===== src/core/dout_select_defs.svh =====
// offsets, field layout, reset values and timing counts for the digital output selector
// included by the selector design module and the testbench top
`ifndef DOUT_SELECT_DEFS_SVH
`define DOUT_SELECT_DEFS_SVH

// register offsets (word index on the plain register port)
`define OFS_TYPE_SEL 4'h0
`define OFS_OC_SEL 4'h1
`define OFS_FAST_SEL 4'h2
`define OFS_RELAY_A_SEL 4'h3
`define OFS_RELAY_B_SEL 4'h4
`define OFS_POLARITY 4'h5
`define OFS_CARD_ENABLE 4'h6
`define OFS_VIRTUAL_BITS 4'h7
`define OFS_TERM_STATE 4'h8

// reset values
`define RST_TYPE_SEL 1'h0
`define RST_OC_SEL 6'h00
`define RST_FAST_SEL 6'h00
`define RST_RELAY_A_SEL 6'h01
`define RST_RELAY_B_SEL 6'h05
`define RST_POLARITY 4'h0

// virtual-bit register field positions, 4 bits per link
`define VB_MODBUS_LSB 0
`define VB_FIELDBUS_LSB 4
`define VB_ETH_LSB 8
`define VB_RTETH_LSB 12

// index pulse width
`define INDEX_PULSE_NS 10000000
`define CLK_PERIOD_NS 40

`endif


===== src/core/dout_select_pkg.sv =====
// types shared by the digital output selector
// assumes dout_select_defs.svh holds the numeric constants
package dout_select_pkg;

  // terminal order inside every 4-bit vector
  typedef enum logic [1:0] {
    TERM_OC = 2'h0,
    TERM_FAST = 2'h1,
    TERM_RELAY_A = 2'h2,
    TERM_RELAY_B = 2'h3
  } term_e;

  // select code field
  typedef logic [5:0] sel_code_t;

  // index pulse stretcher states
  typedef enum logic [1:0] {
    ZP_IDLE = 2'h1,
    ZP_HOLD = 2'h2
  } zpulse_e;

endpackage


===== src/core/dout_select.sv =====
// four-terminal digital output function selector with plain register port
// assumes status inputs are synchronous to clk_sys and come from drive control logic
//
// The implementer's own choices: the register addresses and the plain strobed port.
`timescale 1ns/100ps
`default_nettype none
`include "dout_select_defs.svh"

// Operation
// - each of four terminals has its own select; fast terminal also pulse or on/off
// - same code on several terminals drives all from the same condition, except codes 23,24,25,34 (one bit per terminal)
// - code 0 leaves the terminal inactive
// - codes 1-4 follow running, forward, reverse and jogging frequency output
// - code 5 turns on while a drive fault is present
// - code 9 on only when output and reference frequency both zero
// - codes 10 and 11 follow upper and lower limit frequency reached
// - code 12 on when powers are up, no protection, ready to run
// - code 13 on for the whole pre-excitation
// - codes 14 and 15 follow timed overload and underload pre-alarms
// - codes 16 and 17 signal sequence stage and cycle completion
// - codes 23,24,25,34 follow the bit written over each link
// - code 26 on while bus voltage is above undervoltage threshold
// - code 27 gives a 10 ms pulse from the encoder index pulse
// - code 28 on while pulse superposition is active
// - code 29 on when a safe-torque-off fault occurred
// - codes 30-32 follow positioning, spindle zeroing and scale-division done
// - code 33 on while frequency is held by a speed limit
// - code 36 on once the speed/position switch-over completed
// - codes 41-47 pass card outputs, only when card output enable is 1
// - 4-bit polarity mask inverts each terminal before output, except the fast terminal in pulse mode
// - fast terminal type 0 is pulse, 1 is on/off using its select
module dout_select #(
  parameter int unsigned INDEX_PULSE_CYCLES = `INDEX_PULSE_NS / `CLK_PERIOD_NS
) (
  input wire logic clk_sys,
  input wire logic reset,
  // register port
  input wire logic [3:0] reg_addr,
  input wire logic [15:0] reg_wdata,
  input wire logic reg_wr,
  input wire logic reg_rd,
  output logic [15:0] reg_rdata_ff,
  // drive status conditions
  input wire logic st_running,
  input wire logic st_forward,
  input wire logic st_reverse,
  input wire logic st_jogging,
  input wire logic st_fault,
  input wire logic st_zero_speed,
  input wire logic st_upper_limit,
  input wire logic st_lower_limit,
  input wire logic st_ready,
  input wire logic st_preexcite,
  input wire logic st_overload_alarm,
  input wire logic st_underload_alarm,
  input wire logic st_stage_done,
  input wire logic st_cycle_done,
  input wire logic st_bus_ok,
  input wire logic st_index_pulse,
  input wire logic st_pulse_superpose,
  input wire logic st_safe_torque_off,
  input wire logic st_position_done,
  input wire logic st_spindle_zero_done,
  input wire logic st_spindle_div_done,
  input wire logic st_speed_limit,
  input wire logic st_mode_switch_done,
  // programmable card outputs, bit 0 = card_oc_bit_1 .. bit 6 = card_relay_bit_4
  input wire logic [6:0] card_bits,
  // pulse train from the pulse generator, used when the fast terminal is in pulse mode
  input wire logic fast_pulse_in,
  // terminals
  output logic oc_terminal_ff,
  output logic fast_pulse_terminal_ff,
  output logic relay_terminal_a_ff,
  output logic relay_terminal_b_ff
);

  localparam int unsigned NTERM = 4;
  localparam int unsigned ZP_W = $clog2(INDEX_PULSE_CYCLES + 1);

  // configuration registers
  logic fast_terminal_type_ff;
  dout_select_pkg::sel_code_t sel_ff [NTERM];
  logic [3:0] output_polarity_mask_ff;
  logic card_output_enable_ff;
  logic [15:0] virtual_bits_ff;

  // index pulse stretcher
  dout_select_pkg::zpulse_e zp_state_ff;
  logic [ZP_W-1:0] zp_count_ff;
  logic index_stretch;

  // per-terminal selected level
  logic [NTERM-1:0] selected;
  logic [NTERM-1:0] driven;

  // register writes; select codes are 6 bits wide
  always_ff @(posedge clk_sys or posedge reset) begin
    if (reset) begin
      fast_terminal_type_ff <= `RST_TYPE_SEL;
      sel_ff[dout_select_pkg::TERM_OC] <= `RST_OC_SEL;
      sel_ff[dout_select_pkg::TERM_FAST] <= `RST_FAST_SEL;
      sel_ff[dout_select_pkg::TERM_RELAY_A] <= `RST_RELAY_A_SEL;
      sel_ff[dout_select_pkg::TERM_RELAY_B] <= `RST_RELAY_B_SEL;
      output_polarity_mask_ff <= `RST_POLARITY;
      card_output_enable_ff <= 1'h0;
      virtual_bits_ff <= 16'h0000;
    end else if (reg_wr) begin
      unique case (reg_addr)
        `OFS_TYPE_SEL: fast_terminal_type_ff <= reg_wdata[0];
        `OFS_OC_SEL: sel_ff[dout_select_pkg::TERM_OC] <= reg_wdata[5:0];
        `OFS_FAST_SEL: sel_ff[dout_select_pkg::TERM_FAST] <= reg_wdata[5:0];
        `OFS_RELAY_A_SEL: sel_ff[dout_select_pkg::TERM_RELAY_A] <= reg_wdata[5:0];
        `OFS_RELAY_B_SEL: sel_ff[dout_select_pkg::TERM_RELAY_B] <= reg_wdata[5:0];
        `OFS_POLARITY: output_polarity_mask_ff <= reg_wdata[3:0];
        `OFS_CARD_ENABLE: card_output_enable_ff <= reg_wdata[0];
        `OFS_VIRTUAL_BITS: virtual_bits_ff <= reg_wdata;
        default: ; // unmapped or read-only: write ignored
      endcase
    end
  end

  // read data, valid in the cycle after the strobe only; unmapped reads give zero
  always_ff @(posedge clk_sys or posedge reset) begin
    if (reset) begin
      reg_rdata_ff <= 16'h0000;
    end else if (reg_rd) begin
      unique case (reg_addr)
        `OFS_TYPE_SEL: reg_rdata_ff <= {15'h0000, fast_terminal_type_ff};
        `OFS_OC_SEL: reg_rdata_ff <= {10'h000, sel_ff[dout_select_pkg::TERM_OC]};
        `OFS_FAST_SEL: reg_rdata_ff <= {10'h000, sel_ff[dout_select_pkg::TERM_FAST]};
        `OFS_RELAY_A_SEL: reg_rdata_ff <= {10'h000, sel_ff[dout_select_pkg::TERM_RELAY_A]};
        `OFS_RELAY_B_SEL: reg_rdata_ff <= {10'h000, sel_ff[dout_select_pkg::TERM_RELAY_B]};
        `OFS_POLARITY: reg_rdata_ff <= {12'h000, output_polarity_mask_ff};
        `OFS_CARD_ENABLE: reg_rdata_ff <= {15'h0000, card_output_enable_ff};
        `OFS_VIRTUAL_BITS: reg_rdata_ff <= virtual_bits_ff;
        `OFS_TERM_STATE: reg_rdata_ff <= {12'h000, relay_terminal_b_ff, relay_terminal_a_ff,
                                          fast_pulse_terminal_ff, oc_terminal_ff};
        default: reg_rdata_ff <= 16'h0000;
      endcase
    end else begin
      reg_rdata_ff <= 16'h0000;
    end
  end

  // index pulse stretched to a fixed width; a new pulse while holding restarts the width
  always_ff @(posedge clk_sys or posedge reset) begin
    if (reset) begin
      zp_state_ff <= dout_select_pkg::ZP_IDLE;
      zp_count_ff <= '0;
    end else begin
      unique case (zp_state_ff)
        dout_select_pkg::ZP_IDLE: begin
          if (st_index_pulse) begin
            zp_state_ff <= dout_select_pkg::ZP_HOLD;
            zp_count_ff <= ZP_W'(INDEX_PULSE_CYCLES - 1);
          end
        end
        dout_select_pkg::ZP_HOLD: begin
          if (st_index_pulse) begin
            zp_count_ff <= ZP_W'(INDEX_PULSE_CYCLES - 1);
          end else if (zp_count_ff == '0) begin
            zp_state_ff <= dout_select_pkg::ZP_IDLE;
          end else begin
            zp_count_ff <= zp_count_ff - 1'b1;
          end
        end
        default: zp_state_ff <= dout_select_pkg::ZP_IDLE;
      endcase
    end
  end

  assign index_stretch = (zp_state_ff == dout_select_pkg::ZP_HOLD);

  // one selector per terminal; sharing a code reads the same condition, except link codes, which read each terminal's own bit
  genvar gi;
  generate
    for (gi = 0; gi < NTERM; gi++) begin : g_term
      always_comb begin
        unique case (sel_ff[gi])
          6'h00: selected[gi] = 1'b0;
          6'h01: selected[gi] = st_running;
          6'h02: selected[gi] = st_forward;
          6'h03: selected[gi] = st_reverse;
          6'h04: selected[gi] = st_jogging;
          6'h05: selected[gi] = st_fault;
          6'h09: selected[gi] = st_zero_speed;
          6'h0A: selected[gi] = st_upper_limit;
          6'h0B: selected[gi] = st_lower_limit;
          6'h0C: selected[gi] = st_ready;
          6'h0D: selected[gi] = st_preexcite;
          6'h0E: selected[gi] = st_overload_alarm; // timing done upstream
          6'h0F: selected[gi] = st_underload_alarm;
          6'h10: selected[gi] = st_stage_done;
          6'h11: selected[gi] = st_cycle_done;
          6'h17: selected[gi] = virtual_bits_ff[`VB_MODBUS_LSB + gi];
          6'h18: selected[gi] = virtual_bits_ff[`VB_FIELDBUS_LSB + gi];
          6'h19: selected[gi] = virtual_bits_ff[`VB_ETH_LSB + gi];
          6'h22: selected[gi] = virtual_bits_ff[`VB_RTETH_LSB + gi];
          6'h1A: selected[gi] = st_bus_ok;
          6'h1B: selected[gi] = index_stretch;
          6'h1C: selected[gi] = st_pulse_superpose;
          6'h1D: selected[gi] = st_safe_torque_off;
          6'h1E: selected[gi] = st_position_done;
          6'h1F: selected[gi] = st_spindle_zero_done;
          6'h20: selected[gi] = st_spindle_div_done;
          6'h21: selected[gi] = st_speed_limit;
          6'h24: selected[gi] = st_mode_switch_done;
          // card bits pass only while the card output is enabled
          6'h29, 6'h2A, 6'h2B, 6'h2C, 6'h2D, 6'h2E, 6'h2F:
            selected[gi] = card_output_enable_ff & card_bits[3'(sel_ff[gi] - 6'h29)];
          default: selected[gi] = 1'b0; // reserved codes act as code 0
        endcase
      end
      // polarity applied last so an idle terminal can be made normally-on
      assign driven[gi] = selected[gi] ^ output_polarity_mask_ff[gi];
    end
  endgenerate

  // registered terminals; fast terminal in pulse mode bypasses the selector
  always_ff @(posedge clk_sys or posedge reset) begin
    if (reset) begin
      oc_terminal_ff <= 1'b0;
      fast_pulse_terminal_ff <= 1'b0;
      relay_terminal_a_ff <= 1'b0;
      relay_terminal_b_ff <= 1'b0;
    end else begin
      oc_terminal_ff <= driven[dout_select_pkg::TERM_OC];
      fast_pulse_terminal_ff <= fast_terminal_type_ff ? driven[dout_select_pkg::TERM_FAST]
                                                      : fast_pulse_in;
      relay_terminal_a_ff <= driven[dout_select_pkg::TERM_RELAY_A];
      relay_terminal_b_ff <= driven[dout_select_pkg::TERM_RELAY_B];
    end
  end

  // assertions
  property p_code_zero_idle;
    @(posedge clk_sys) disable iff (reset)
      (sel_ff[dout_select_pkg::TERM_OC] == 6'h00) |=> (oc_terminal_ff == $past(output_polarity_mask_ff[0]));
  endproperty
  a_code_zero_idle: assert property (p_code_zero_idle) else $error("code 0 terminal not idle");

  property p_running;
    @(posedge clk_sys) disable iff (reset)
      (sel_ff[dout_select_pkg::TERM_RELAY_A] == 6'h01 && !output_polarity_mask_ff[2])
        |=> (relay_terminal_a_ff == $past(st_running));
  endproperty
  a_running: assert property (p_running) else $error("relay a does not follow running");

  property p_fault;
    @(posedge clk_sys) disable iff (reset)
      (sel_ff[dout_select_pkg::TERM_RELAY_B] == 6'h05 && !output_polarity_mask_ff[3] && st_fault)
        |=> relay_terminal_b_ff;
  endproperty
  a_fault: assert property (p_fault) else $error("fault not shown on relay b");

  property p_reserved;
    @(posedge clk_sys) disable iff (reset)
      (sel_ff[dout_select_pkg::TERM_OC] inside {6'h12, 6'h23, 6'h28, 6'h30, 6'h3F} && !output_polarity_mask_ff[0])
        |=> !oc_terminal_ff;
  endproperty
  a_reserved: assert property (p_reserved) else $error("reserved code drove terminal");

  property p_card_gate;
    @(posedge clk_sys) disable iff (reset)
      (sel_ff[dout_select_pkg::TERM_OC] == 6'h29 && !card_output_enable_ff && !output_polarity_mask_ff[0])
        |=> !oc_terminal_ff;
  endproperty
  a_card_gate: assert property (p_card_gate) else $error("card bit passed while disabled");

  property p_index_width;
    @(posedge clk_sys) disable iff (reset)
      (zp_state_ff == dout_select_pkg::ZP_IDLE && st_index_pulse) ##1 (!st_index_pulse)[*3]
        |-> index_stretch;
  endproperty
  a_index_width: assert property (p_index_width) else $error("index pulse stretch too short");

  property p_pulse_mode;
    @(posedge clk_sys) disable iff (reset)
      !fast_terminal_type_ff |=> (fast_pulse_terminal_ff == $past(fast_pulse_in));
  endproperty
  a_pulse_mode: assert property (p_pulse_mode) else $error("fast terminal not in pulse mode");

  property p_polarity;
    @(posedge clk_sys) disable iff (reset)
      (sel_ff[dout_select_pkg::TERM_RELAY_A] == 6'h00 && output_polarity_mask_ff[2]) ##1
        (sel_ff[dout_select_pkg::TERM_RELAY_A] == 6'h00) |-> relay_terminal_a_ff;
  endproperty
  a_polarity: assert property (p_polarity) else $error("polarity inversion missing");

  // virtual-link codes carry one bit per terminal, so only shared conditions must agree
  property p_same_code;
    @(posedge clk_sys) disable iff (reset)
      (sel_ff[dout_select_pkg::TERM_RELAY_A] == sel_ff[dout_select_pkg::TERM_RELAY_B] &&
       output_polarity_mask_ff[2] == output_polarity_mask_ff[3] &&
       !(sel_ff[dout_select_pkg::TERM_RELAY_A] inside {6'h17, 6'h18, 6'h19, 6'h22}))
        |=> (relay_terminal_a_ff == relay_terminal_b_ff);
  endproperty
  a_same_code: assert property (p_same_code) else $error("shared code drove relays apart");

  property p_zero_speed;
    @(posedge clk_sys) disable iff (reset)
      (sel_ff[dout_select_pkg::TERM_OC] == 6'h09 && !output_polarity_mask_ff[0])
        |=> (oc_terminal_ff == $past(st_zero_speed));
  endproperty
  a_zero_speed: assert property (p_zero_speed) else $error("zero speed not on terminal");

  property p_upper_limit;
    @(posedge clk_sys) disable iff (reset)
      (fast_terminal_type_ff && sel_ff[dout_select_pkg::TERM_FAST] == 6'h0A && !output_polarity_mask_ff[1])
        |=> (fast_pulse_terminal_ff == $past(st_upper_limit));
  endproperty
  a_upper_limit: assert property (p_upper_limit) else $error("upper limit not on fast terminal");

  property p_ready;
    @(posedge clk_sys) disable iff (reset)
      (sel_ff[dout_select_pkg::TERM_RELAY_B] == 6'h0C && !output_polarity_mask_ff[3])
        |=> (relay_terminal_b_ff == $past(st_ready));
  endproperty
  a_ready: assert property (p_ready) else $error("ready not on relay b");

  property p_preexcite;
    @(posedge clk_sys) disable iff (reset)
      (sel_ff[dout_select_pkg::TERM_RELAY_A] == 6'h0D && !output_polarity_mask_ff[2])
        |=> (relay_terminal_a_ff == $past(st_preexcite));
  endproperty
  a_preexcite: assert property (p_preexcite) else $error("pre-excitation not on relay a");

  property p_overload;
    @(posedge clk_sys) disable iff (reset)
      (sel_ff[dout_select_pkg::TERM_OC] == 6'h0E && !output_polarity_mask_ff[0])
        |=> (oc_terminal_ff == $past(st_overload_alarm));
  endproperty
  a_overload: assert property (p_overload) else $error("overload alarm not on terminal");

  property p_stage_done;
    @(posedge clk_sys) disable iff (reset)
      (sel_ff[dout_select_pkg::TERM_RELAY_B] == 6'h10 && !output_polarity_mask_ff[3])
        |=> (relay_terminal_b_ff == $past(st_stage_done));
  endproperty
  a_stage_done: assert property (p_stage_done) else $error("stage done not on relay b");

  property p_fieldbus_bit;
    @(posedge clk_sys) disable iff (reset)
      (sel_ff[dout_select_pkg::TERM_RELAY_B] == 6'h18 && !output_polarity_mask_ff[3])
        |=> (relay_terminal_b_ff == $past(virtual_bits_ff[`VB_FIELDBUS_LSB + 3]));
  endproperty
  a_fieldbus_bit: assert property (p_fieldbus_bit) else $error("link bit not on relay b");

  property p_bus_ok;
    @(posedge clk_sys) disable iff (reset)
      (sel_ff[dout_select_pkg::TERM_OC] == 6'h1A && !output_polarity_mask_ff[0])
        |=> (oc_terminal_ff == $past(st_bus_ok));
  endproperty
  a_bus_ok: assert property (p_bus_ok) else $error("bus voltage state not on terminal");

  property p_superpose;
    @(posedge clk_sys) disable iff (reset)
      (sel_ff[dout_select_pkg::TERM_RELAY_A] == 6'h1C && !output_polarity_mask_ff[2])
        |=> (relay_terminal_a_ff == $past(st_pulse_superpose));
  endproperty
  a_superpose: assert property (p_superpose) else $error("superposition not on relay a");

  property p_safe_torque;
    @(posedge clk_sys) disable iff (reset)
      (sel_ff[dout_select_pkg::TERM_RELAY_B] == 6'h1D && !output_polarity_mask_ff[3])
        |=> (relay_terminal_b_ff == $past(st_safe_torque_off));
  endproperty
  a_safe_torque: assert property (p_safe_torque) else $error("torque-off fault not on relay b");

  property p_position_done;
    @(posedge clk_sys) disable iff (reset)
      (sel_ff[dout_select_pkg::TERM_OC] == 6'h1E && !output_polarity_mask_ff[0])
        |=> (oc_terminal_ff == $past(st_position_done));
  endproperty
  a_position_done: assert property (p_position_done) else $error("positioning done not shown");

  property p_mode_switch;
    @(posedge clk_sys) disable iff (reset)
      (sel_ff[dout_select_pkg::TERM_RELAY_A] == 6'h24 && !output_polarity_mask_ff[2])
        |=> (relay_terminal_a_ff == $past(st_mode_switch_done));
  endproperty
  a_mode_switch: assert property (p_mode_switch) else $error("mode switch-over not shown");

endmodule
`default_nettype wire


===== config.mk =====
export PLATFORM = sky130hd
export DESIGN_NAME = dout_select
export DESIGN_NICKNAME = d
export VERILOG_FILES = /design/src/core/dout_select_pkg.sv /design/src/core/dout_select.sv
export VERILOG_INCLUDE_DIRS = /design/src /design/src/core
export SDC_FILE = /design/constraint.sdc
export NUM_CORES = 1
export LEC_CHECK = 0
export BUFFER_PORTS_ARGS = -buffer_cell sky130_fd_sc_hd__buf_4
export CORE_ASPECT_RATIO = 1.4
export CORE_MARGIN = 1
export CORE_UTILIZATION = 30
export CTS_BUF_LIST = sky130_fd_sc_hd__clkbuf_4
export DETAILED_ROUTE_END_ITERATION = 7
export PLACE_DENSITY = 0.55
export SYNTH_ARGS = -nofsm -noshare
export SYNTH_HDL_FRONTEND = slang
export SYNTH_SLANG_ARGS = --single-unit

===== constraint.sdc =====
create_clock -name clk_sys -period 3.57 [get_ports clk_sys]
set_input_delay 0.714 -clock clk_sys [delete_from_list [all_inputs] [get_ports clk_sys]]
set_output_delay 0.714 -clock clk_sys [all_outputs]
set_load 0.05 [all_outputs]

== Word-level counts from Yosys, hierarchy flattened ==
Cells that the tools add are included.
Operators by class
  order comparisons: 4
  equality and inequality tests: 150
  reductions and logical operators: 17
  bitwise logic cells: 8
  $add $sub $neg: 5
  multiplexer cells: 23
Operators by type and width (number)
  $eq 6x5->1 const B: 44
  $eq 6x6->1 const B: 44
  $eq 6x4->1 const B: 28
  $pmux 16 s9: 1
  $pmux 1 s28: 4
  $mux 18: 3
  $eq 6x2->1 const B: 8
  $eq 6x3->1 const B: 8
  $pmux 18 s2: 1
  $reduce_or 7->1: 4
  $eq 6x1->1 const B: 4
  $logic_not 18->1: 1
  $sub 18x1->18 const B: 1
  $eq 4x3->1 const B: 4
  $lt 3x4->1 const B: 4
  $mux 16: 1
  $reduce_and 2->1: 8
  $bmux 1 s3: 4
  $sub 3x1->3 const B: 4
  $eq 4x2->1 const B: 2
  $mux 2: 3
  $reduce_and 3->1: 2
  $mux 1: 5
  $and 1x1->1: 4
  other kinds (11): 15
Word-level totals
  flip-flop bits (word level): 86
  word-level logic and storage cells: 222
  output and inout bits: 20
  bits of input ports: 55

== Longest topological paths before layout ==
Gate-level depths: netlist of the first run.
  depth after elaboration: 7
  gate-level depth with buffers: 9
  mapped depth without buffers: 8

== Least setup slack after synthesis of the first run ==
Ideal clock, no wire load.
  kind: flip-flop to flip-flop
  from: reg sel_ff[12] in the netlist's numbering
  to: reg fast_pulse_terminal_ff
  cell stages (with the launch flop): 9
  path slack: 1.077 ns
  arrival time: 2.374 ns
  clock period less this slack: 2.493 ns
  required time: 3.450 ns
  path buffers: 0
  setup time: 0.120 ns
  path through: dfrtp_1 > inv_1 > ha_1 > and2b_1 > a32oi_1 > a21oi_1 > or4_4 > or4_1 > a31o_1
On the way
  word-level cells in the longest chain between the ends: 7
  elaborated cells on any way between the ends: 42
  classes of those cells: add/sub: 1; eq/ne: 34; mux: 4; bitwise: 2; reduce/logical: 1
Ends and longest elaborated chain
  start, declared: line dout_select.sv:83  | dout_select_pkg::sel_code_t sel_ff [NTERM];
  start signal, assigned by index: line dout_select.sv:101  | sel_ff[dout_select_pkg::TERM_OC] <= `RST_OC_SEL;
  start signal, assigned by index: line dout_select.sv:102  | sel_ff[dout_select_pkg::TERM_FAST] <= `RST_FAST_SEL;
  start signal, assigned by index: line dout_select.sv:103  | sel_ff[dout_select_pkg::TERM_RELAY_A] <= `RST_RELAY_A_SEL;
  $sub 3x1->3: line dout_select.sv:211  | selected[gi] = card_output_enable_ff & card_bits[3'(sel_ff[gi] - 6'h29)];
  $bmux 1 s3: line dout_select.sv:211
  $mux 1 (implied by the code): line dout_select.sv:211
  $and 1x1->1: line dout_select.sv:211
  $pmux 1 s28 (*): line dout_select.sv:180  | unique case (sel_ff[gi])
  $xor 1x1->1 (*): line dout_select.sv:216  | assign driven[gi] = selected[gi] ^ output_polarity_mask_ff[gi];
  $mux 1 (*): line dout_select.sv:229  | fast_pulse_terminal_ff <= fast_terminal_type_ff ? driven[dout_select_pkg::TERM_FAST]
  end signal, assigned: line dout_select.sv:229
  end, declared: line dout_select.sv:73  | output logic fast_pulse_terminal_ff,
Every way passes the cells marked *; elsewhere a longest branch is shown, timed or not. The select of a mux whose other input is x is not followed.
A chain may end at the register's enable or synchronous reset.

== Final worst setup path of the first run ==
Same ends and word-level chain as after synthesis.

==> results.cfg, run 1 <==
[run_status]
outcome = finished, final reports clean

[clock_network]
htree_num_levels = 3
cts.reportedPaths.clkPinSlew_ns = 0.15
cts_tree = done
postCtsSetupBuffers = 0
root_buffer = clkbuf_4
cts_sinks = 86
cts_buffers = 9
cts.hold.buffers_added = 0
clk_latency_ns = 0.48
cts_resized = 0
cts_buffer_depth = 2

[pwr]
p_seq_frac = 0.426
pwr-share-comb = 0.387
internal_power_mw = 1.995
pwr-share-clk = 0.187
vdd_drop_max_uv = 324.1
p_per_area_nw_per_um2 = 521.4
netSwitchingFraction = 0.4155
net-switching-power_mw = 1.418
fin_total_pwr_mw = 3.414
p_leak_nw = 2.698

[worst_setup_path]
r2r-end = fast_pulse_terminal_ff
crit_fanout = 7
r2r_cells = 8
cp-start-kind = register
r2r_start = sel_ff[12]
critPathCapture = fast_pulse_terminal_ff
crit_start = sel_ff[12]
worst_path_largest_cell_delay_ns = 0.52
cp_slowest_cell = dfrtp_1
worst-r2r-setup-slack_ns = 0.79
crit_required_ns = 3.96
crit_type = reg2reg
endpoint_kind = register
crit_path_cell_trace = inv_1, ha_1, and2b_1, a32oi_1, a21oi_1, or4_4, or4_1, a31o_1
worst-endpoint-arrival_ns = 3.17

[place]
port_buffers = 74
dp_hpwl_um = 14400
gp_congestion = 0.9434

[global_route]
grt_max_degree = 87
grt.overflow.total = 0
grt_pass1_wl_um = 29100
grtUsageTotal = 0.1995
grt_pass1_vias = 4980
grt_antenna_before_repair = 1

[timing]
slew_violations = 0
rsz0062_at_grt = no
post-route-period-util = 0.7791
finalSetupViolCount = 0
skew_ns = 0.01615
hold_viol_final = 0
max_freq_ghz = 0.3595
relSlewSlack = 0.5177
min_period_ns = 2.781
final.setup.tns_ns = 0
tightest_slew_ns = 0.7220
hold-worst-slack_ns = 0.2927

[die]
chipWidth_um = 117.7
die_h_um = 164.0
fp.coreArea_um2 = 18140
die-area_um2 = 19290
num_rows = 58
io-pin-count = 75
initial_core_util = 0.3098

[synthesis]
netlist_top_cells_area = dfrtp_1, mux2_2, ha_1, nand2_1, o21ai_0
netlist_area_um2 = 5620
syn-mean-instance-area_um2 = 9.741
synth_edf_count = 0
synth.net_count = 653
synth_common_cells = dfrtp_1, mux2_2, nand2_1
async_reset_ff_frac = 1.000
synth_top_cell_area_share = 0.3651
yosysMostFrequentCell = dfrtp_1
yosys_register_bits = 86
yosysWarningCount = 0
synth_cell_types = 65
postSynthCellCount = 577
synth-seq-area-share = 0.3838
ys.flop_type = dfrtp_1
yosysTopAreaCell = dfrtp_1

[run]
drv_cap = 0

[final_layout]
fin_util = 0.3609
nFillCells = 1889
drive_above_1_share = 0.2484
syn2layout_area_growth_pct = 16.50
layout.nets = 711

[drt]
drc = 0
ant_nets = 0
viasPerCell = 5.658
post_drt_wl_per_cell_um = 21.36
first_pass_iters = 5
drtIter0Drc = 535
drt-total-wl_um = 18820
vias = 4985

[worst_hold_path]
hold_path.class = in2async
==> cell usage in the layout (no fill, tap or decap), drive strengths merged, types with 5 or more instances in the layout <==
master  count
nor4        8
a21oi      19
mux2       55
nand3      14
a222oi      6
a22oi      10
dfrtp      82
ha         21
nand2b      5
o21ai      28
a221oi     10
a31oi      11
o211ai      7
nor2b      10
xor2       10
nand3b      9
clkbuf      9
nor2       35
o31ai       5
and3        8
mux2i       9
xnor2       7
nand4       7
and2       11
nand2      48
inv        17
buf        79
nor3       12
nand4b      7
==> cell families after synthesis <==
family	count (synthesis)	share of synthesized area
muxes	68	0.1423
and+or+nand+nor	201	0.1970
AOI/OAI and AO/OA	134	0.1670
DFF	86	0.3838
buffers and inverters	50	0.03673
xor gates and xnor gates	17	0.02649
adders and majority gates	21	0.04675
==> flip-flops by register name, summed over array words and instances (netlist names) <==
register / count
relay_terminal_b_ff: 1
fast_terminal_type_ff: 1
zp_count_ff: 18
virtual_bits_ff: 16
output_polarity_mask_ff: 4
fast_pulse_terminal_ff: 1
reg_rdata_ff: 16
oc_terminal_ff: 1
card_output_enable_ff: 1
zp_state_ff: 2
relay_terminal_a_ff: 1
sel_ff: 24
==> layout make-up <==
class,count,area [µm²],share of cell area
antenna,1,2.502,0.0003822
clock buffer,9,67.56,0.01032
clock inverter,7,88.84,0.01357
inverter,18,68.82,0.01051
multi-input combinational,441,3257,0.4974
sequential,86,2157,0.3294
tap,240,300.3,0.04586
timing repair buffer,79,605.6,0.09249
==> power by group through the flow <==
stage	clock (mW)	combinational, mW	sequential [mW]
after floorplan	0	0.948	1.35
after global placement	0	1.30	1.46
after detailed placement	0	1.31	1.47
after CTS	0.663	1.32	1.45
after global routing	0.698	1.42	1.48
final	0.638	1.32	1.45
==> routing by layer <==
| metal | vias up | GRT usage | wire length (µm) |
|---|---|---|---|
| li1 | 2285 | - | - |
| met1 | 2493 | 0.2212 | 7131 |
| met2 | 174 | 0.3618 | 9984 |
| met3 | 33 | 0.03785 | 953 |
| met4 | 0 | 0.1037 | 751 |
| met5 | - | 0 | 0 |
==> worst min-delay path by stage <==
| stage | slack (ns) | start | cells after the start | endpoint |
|---|---|---|---|---|
| 6_report | 0.29 | reset | 3 | reg_rdata_ff[7] |
| 2_1_floorplan | 0.45 | output_polarity_mask_ff[2] | 1 | relay_terminal_a_ff |
| 3_3_place_gp | 0.49 | output_polarity_mask_ff[0] | 1 | oc_terminal_ff |
| 4_1_cts | 0.29 | reset | 3 | virtual_bits_ff[7] |
| 3_5_place_dp | 0.49 | output_polarity_mask_ff[0] | 1 | oc_terminal_ff |
| 5_1_grt | 0.31 | reset | 3 | virtual_bits_ff[7] |
==> critical path: cells and delay by family (launching register included) <==
family                     cells  cell delay (ns)
buffers and inverters          1             0.13
and+or+nand+nor                3             1.22
AOI/OAI and AO/OA              3             0.52
DFF                            1             0.52
adders and majority gates      1             0.30
==> stage by stage <==
stage	setup slack, ns	cell area (µm²)	cells
6_report	0.7886	6548	881
5_1_grt	0.6713	6548	881
4_1_cts	0.8091	6545	880
3_5_place_dp	0.8382	6389	864
3_3_place_gp	0.8943	6389	864
2_1_floorplan	0.6408	5620	577
(Power assumes the default switching activity.)
==> inputs of run 2 (changes only) <==
clock period = 2.7 ns   (was 3.57 ns; I/O delays follow)
==> run 2 against run 1 <==
  * Highest routed layer unchanged
  * Global-route usage grew 0.83 points
  * Routed wire length rose by 4.5%
  * Sequential share of layout area fell by 0.54 points
  * Clock skew rose by 0.018 ns
  * Worst hold slack got worse by 0.088 ns
  * Die area unchanged
  * Clock power grew 9.6%
  * Total power increased by 31%
  * Combinational power increased by 43%
  * Critical path type unchanged
  * Core utilization rose by 0.61 points
  * First-iteration DRC count down 13%
  * Final area is 1.7% higher
==> results.cfg, run 2 (synthesis results as in run 1) <==
[run_status]
outcome = finished, final reports clean

[final_layout]
layout.nets = 727
top_register = sel_ff
layout_commonest_cell = buf_4
syn2layout_area_growth_pct = 18.46
reg_top3 = sel_ff (24), zp_count_ff (18)
mostFrequentLayoutCells = buf_4, dfrtp_1, mux2_2
drive_above_1_share = 0.2744
largest_reg_flops = 24
fin_util = 0.3670
final_area_um2 = 6658

[timing]
final.setup.tns_ns = 0
min_period_ns = 2.585
hold_viol_final = 0
hold-worst-slack_ns = 0.2050
skew_ns = 0.03392
tightest_slew_ns = 0.8711
max_freq_ghz = 0.3869
setup_ws_ns = 0.1154
post-route-period-util = 0.9572
relSlewSlack = 0.4181
rsz0062_at_grt = no
slew_violations = 0
finalSetupViolCount = 0

[clock_network]
root_buffer = clkbuf_4
cts_buffers = 9
clk_latency_ns = 0.49
htree_num_levels = 3
cts_sinks = 86
postCtsSetupBuffers = 0
cts_tree = done
cts.hold.buffers_added = 0
cts.reportedPaths.clkPinSlew_ns = 0.16
cts_buffer_depth = 2

[global_route]
grt_pass1_wl_um = 30150
grt_max_degree = 32
grt_pass1_vias = 5215
grtUsageTotal = 0.2077
grt.overflow.total = 0
grt_antenna_before_repair = 1

[pwr]
p_leak_nw = 2.775
vdd_drop_max_uv = 310.5
p_per_area_nw_per_um2 = 674.1

[die]
chipWidth_um = 117.7
fp.coreArea_um2 = 18140
die-area_um2 = 19290
die_h_um = 164.0
io-pin-count = 75
initial_core_util = 0.3098
num_rows = 58

[drt]
ant_nets = 0
drt-total-wl_um = 19680
drc = 0
post_drt_wl_per_cell_um = 21.94
vias = 5080
viasPerCell = 5.663
first_pass_iters = 5
drtIter0Drc = 463

[worst_setup_path]
r2r_start = zp_state_ff[0]
r2r-end = oc_terminal_ff
crit_fanout = 7
worst-endpoint-arrival_ns = 2.98
endpoint_kind = register
r2r_cells = 9
crit_required_ns = 3.09
cp-start-kind = register
worst-r2r-setup-slack_ns = 0.12
crit_type = reg2reg

[place]
port_buffers = 74
dp_hpwl_um = 15180
gp_congestion = 0.9399
place_ws_ns = -0.1419
placed_area_um2 = 6511

[run]
drv_cap = 0

[worst_hold_path]
hold_path.class = in2async
==> run 2: changes by cell type in the layout (fill, tap and decap cells not counted), sizes merged <==
cell and change:
inv +1, clkbuf +2, buf +16, clkinv -1, bufinv -2
==> run 2: repair_timing <==
action / CTS / global route
pin swaps: 0 / 0
gates cloned: 0 / 0
endpoints found under the setup margin: 2 / 2
gates resized for setup: 2 / 3
==> run 2: metal layers <==
metal | up-vias | global-route usage | part of all wire
met5 | - | 0 | 0
met1 | 2477 | 0.2231 | 0.38
met4 | 0 | 0.1550 | 0.061
met3 | 73 | 0.03646 | 0.045
li1 | 2319 | - | -
met2 | 211 | 0.3663 | 0.52
==> run 2: power breakdown <==
part / leakage, nW / internal (mW) / switching, mW
Combinational: 1.66 / 0.846 / 1.05
Clock: 0.0672 / 0.212 / 0.487
Sequential: 1.05 / 1.51 / 0.385
Total: 2.77 / 2.57 / 1.92
==> run 2: how the worst max path moves through the flow <==
stage | startpoint | endpoint | cells past startpoint
finish | zp_state_ff[0] | oc_terminal_ff | 9
global route | sel_ff[15] | fast_pulse_terminal_ff | 6
CTS | sel_ff[0] | relay_terminal_b_ff | 8
detailed placement | sel_ff[0] | relay_terminal_b_ff | 8
global placement | sel_ff[0] | relay_terminal_b_ff | 8
floorplan | sel_ff[12] | fast_pulse_terminal_ff | 8
==> run 2: per-stage QoR <==
stage | power (mW) | cells
3_5_place_dp | 3.764 | 880
2_1_floorplan | 3.037 | 577
5_1_grt | 4.748 | 897
3_3_place_gp | 3.747 | 880
6_report | 4.488 | 897
4_1_cts | 4.482 | 896
==> run 2: layout make-up <==
cell class / count / area (µm²)
fillers: 1890 / 11480
multi-input cells: 441 / 3283
flip-flops and latches: 86 / 2157
repair buffers: 95 / 725.7
well taps: 240 / 300.3
clock buffers: 11 / 82.58
inverters: 18 / 71.32
clock inverters: 5 / 35.03
diodes: 1 / 2.502
==> run 2: worst max-delay path, cell delays in order (launching register included) <==
cell     delay [ns]
dfstp_2        0.56
inv_1          0.05
ha_1           0.30
mux2_2         0.31
a22oi_1        0.19
o32ai_1        0.12
a221o_1        0.29
nor4_2         0.40
buf_4          0.18
xnor2_1        0.10
==> inputs of run 3 (changes only) <==
CTS_BUF_LIST = unset   (was sky130_fd_sc_hd__clkbuf_4)
CTS_CLUSTER_SIZE = 12   (was unset)
==> run 3 against run 2 <==
  * Worst hold slack better by 0.16 ns
  * Final area rose by 2.1%
  * Setup slack got worse by 0.047 ns
  * Via count is 0.69% higher
  * Routed wire length about the same
  * Non-clock buffer count stayed put
  * Largest cell class unchanged
==> results.cfg, run 3 (synthesis results as in run 1) <==
[final_layout]
mostFrequentLayoutCells = buf_4, dfrtp_1, mux2_2
top_register = sel_ff
antenna_cells = 0
nFillCells = 1869
syn2layout_area_growth_pct = 20.93
layout.nets = 727
largest_reg_flops = 24
final_cells = 896
register_area_um2 = 2157
multi_input_comb_area_um2 = 3274
layout_commonest_cell = buf_4
drive_above_1_share = 0.2713
reg_top3 = sel_ff (24), zp_count_ff (18)

[clock_network]
cts_sinks = 86
clk_latency_ns = 0.36
root_buffer = clkbuf_16
htree_num_levels = 3
cts_resized = 2
cts.hold.buffers_added = 0
cts_tree = done
postCtsSetupBuffers = 0
cts.reportedPaths.clkPinSlew_ns = 0.07
cts_buffers = 9
cts_buffer_depth = 2

[drt]
drtIter0Drc = 443
ant_nets = 0
drt-total-wl_um = 19690
viasPerCell = 5.709
first_pass_iters = 5
vias = 5115
drc = 0
post_drt_wl_per_cell_um = 21.97

[pwr]
net-switching-power_mw = 1.981
netSwitchingFraction = 0.3996
internal_power_mw = 2.977
vdd_drop_max_uv = 314.9
p_leak_nw = 2.827
pwr-share-comb = 0.380
p_seq_frac = 0.383
pwr-share-clk = 0.237
p_per_area_nw_per_um2 = 729.5

[global_route]
grt.overflow.total = 0
grt_pass1_vias = 5247
grtUsageTotal = 0.2085
grt_antenna_before_repair = 0
grt_max_degree = 32
grt_pass1_wl_um = 30240

[die]
num_rows = 58
die-area_um2 = 19290
die_h_um = 164.0
io-pin-count = 75
chipWidth_um = 117.7
fp.coreArea_um2 = 18140
initial_core_util = 0.3098

[place]
place_inst = 880
place_ws_ns = -0.1419
gp_congestion = 0.9399
dp_hpwl_um = 15180
port_buffers = 74

[worst_setup_path]
worst-r2r-setup-slack_ns = 0.07
worst-endpoint-arrival_ns = 2.90
crit_required_ns = 2.97
endpoint_kind = register
cp-start-kind = register
crit_type = reg2reg
crit_fanout = 7

[timing]
max_freq_ghz = 0.3800
final.setup.tns_ns = 0
min_period_ns = 2.632
slew_violations = 0
skew_ns = 0.01573
rsz0062_at_grt = no
tightest_slew_ns = 0.8937
post-route-period-util = 0.9746
relSlewSlack = 0.4030
finalSetupViolCount = 0
setup_ws_ns = 0.06849
hold_viol_final = 0

[run]
drv_cap = 0

[worst_hold_path]
hold_path.class = in2async

[run_status]
outcome = finished, final reports clean
==> run 3: worst max-delay path: stages, from the launching register on <==
cell and delay [ns]:
dfstp_2 0.63, inv_1 0.12, ha_1 0.33, a222oi_1 0.37, a221oi_1 0.13, o21ai_0 0.18, a21oi_1 0.10, nor4b_2 0.50
xnor2_1 0.18
==> run 3: final timing paths <==
check	startpoint	to	cells after the start
min	reset	zp_count_ff[1]	2
min reg2reg	output_polarity_mask_ff[0]	oc_terminal_ff	1
max reg2reg	sel_ff[0]	relay_terminal_b_ff	8
min in group clk_sys	reg_wdata[13]	virtual_bits_ff[13]	2
max in group asynchronous	reset	reg_rdata_ff[15]	3
max	sel_ff[0]	relay_terminal_b_ff	8
==> run 3: power by group through the flow <==
stage	logic, mW	clock network, mW	registers [mW]
2_1_floorplan	1.25	0	1.78
3_3_place_gp	1.84	0	1.90
3_5_place_dp	1.86	0	1.91
4_1_cts	1.87	1.20	1.89
5_1_grt	2.04	1.25	1.92
6_report	1.89	1.17	1.90
==> run 3: area by class of cell <==
cell class | count | share of cell area
multi-input cells | 441 | 0.4818
flip-flops and latches | 86 | 0.3174
repair buffers | 95 | 0.1068
well taps | 240 | 0.04418
clock buffers | 11 | 0.03424
inverters | 18 | 0.01049
clock inverters | 5 | 0.005155
==> run 3: per-stage QoR <==
step	hold slack (ns)	util	cell area, µm²	total power [mW]
after floorplan	0.4537	-	5624	3.037
after global placement	0.4959	0.3589	6511	3.747
after detailed placement	0.4933	0.3589	6511	3.764
after CTS	0.3739	0.3743	6792	4.957
after global routing	0.3962	0.3746	6797	5.215
final	0.3659	0.3746	6797	4.958
==> run 3: metal layers <==
| layer | wire length [µm] | part of all wire | up-vias | track usage |
|---|---|---|---|---|
| met5 | 0 | 0 | - | 0 |
| met4 | 1311 | 0.067 | 0 | 0.1597 |
| met3 | 1044 | 0.053 | 78 | 0.03715 |
| met2 | 9999 | 0.51 | 210 | 0.3682 |
| met1 | 7330 | 0.37 | 2507 | 0.2216 |
| li1 | - | - | 2320 | - |
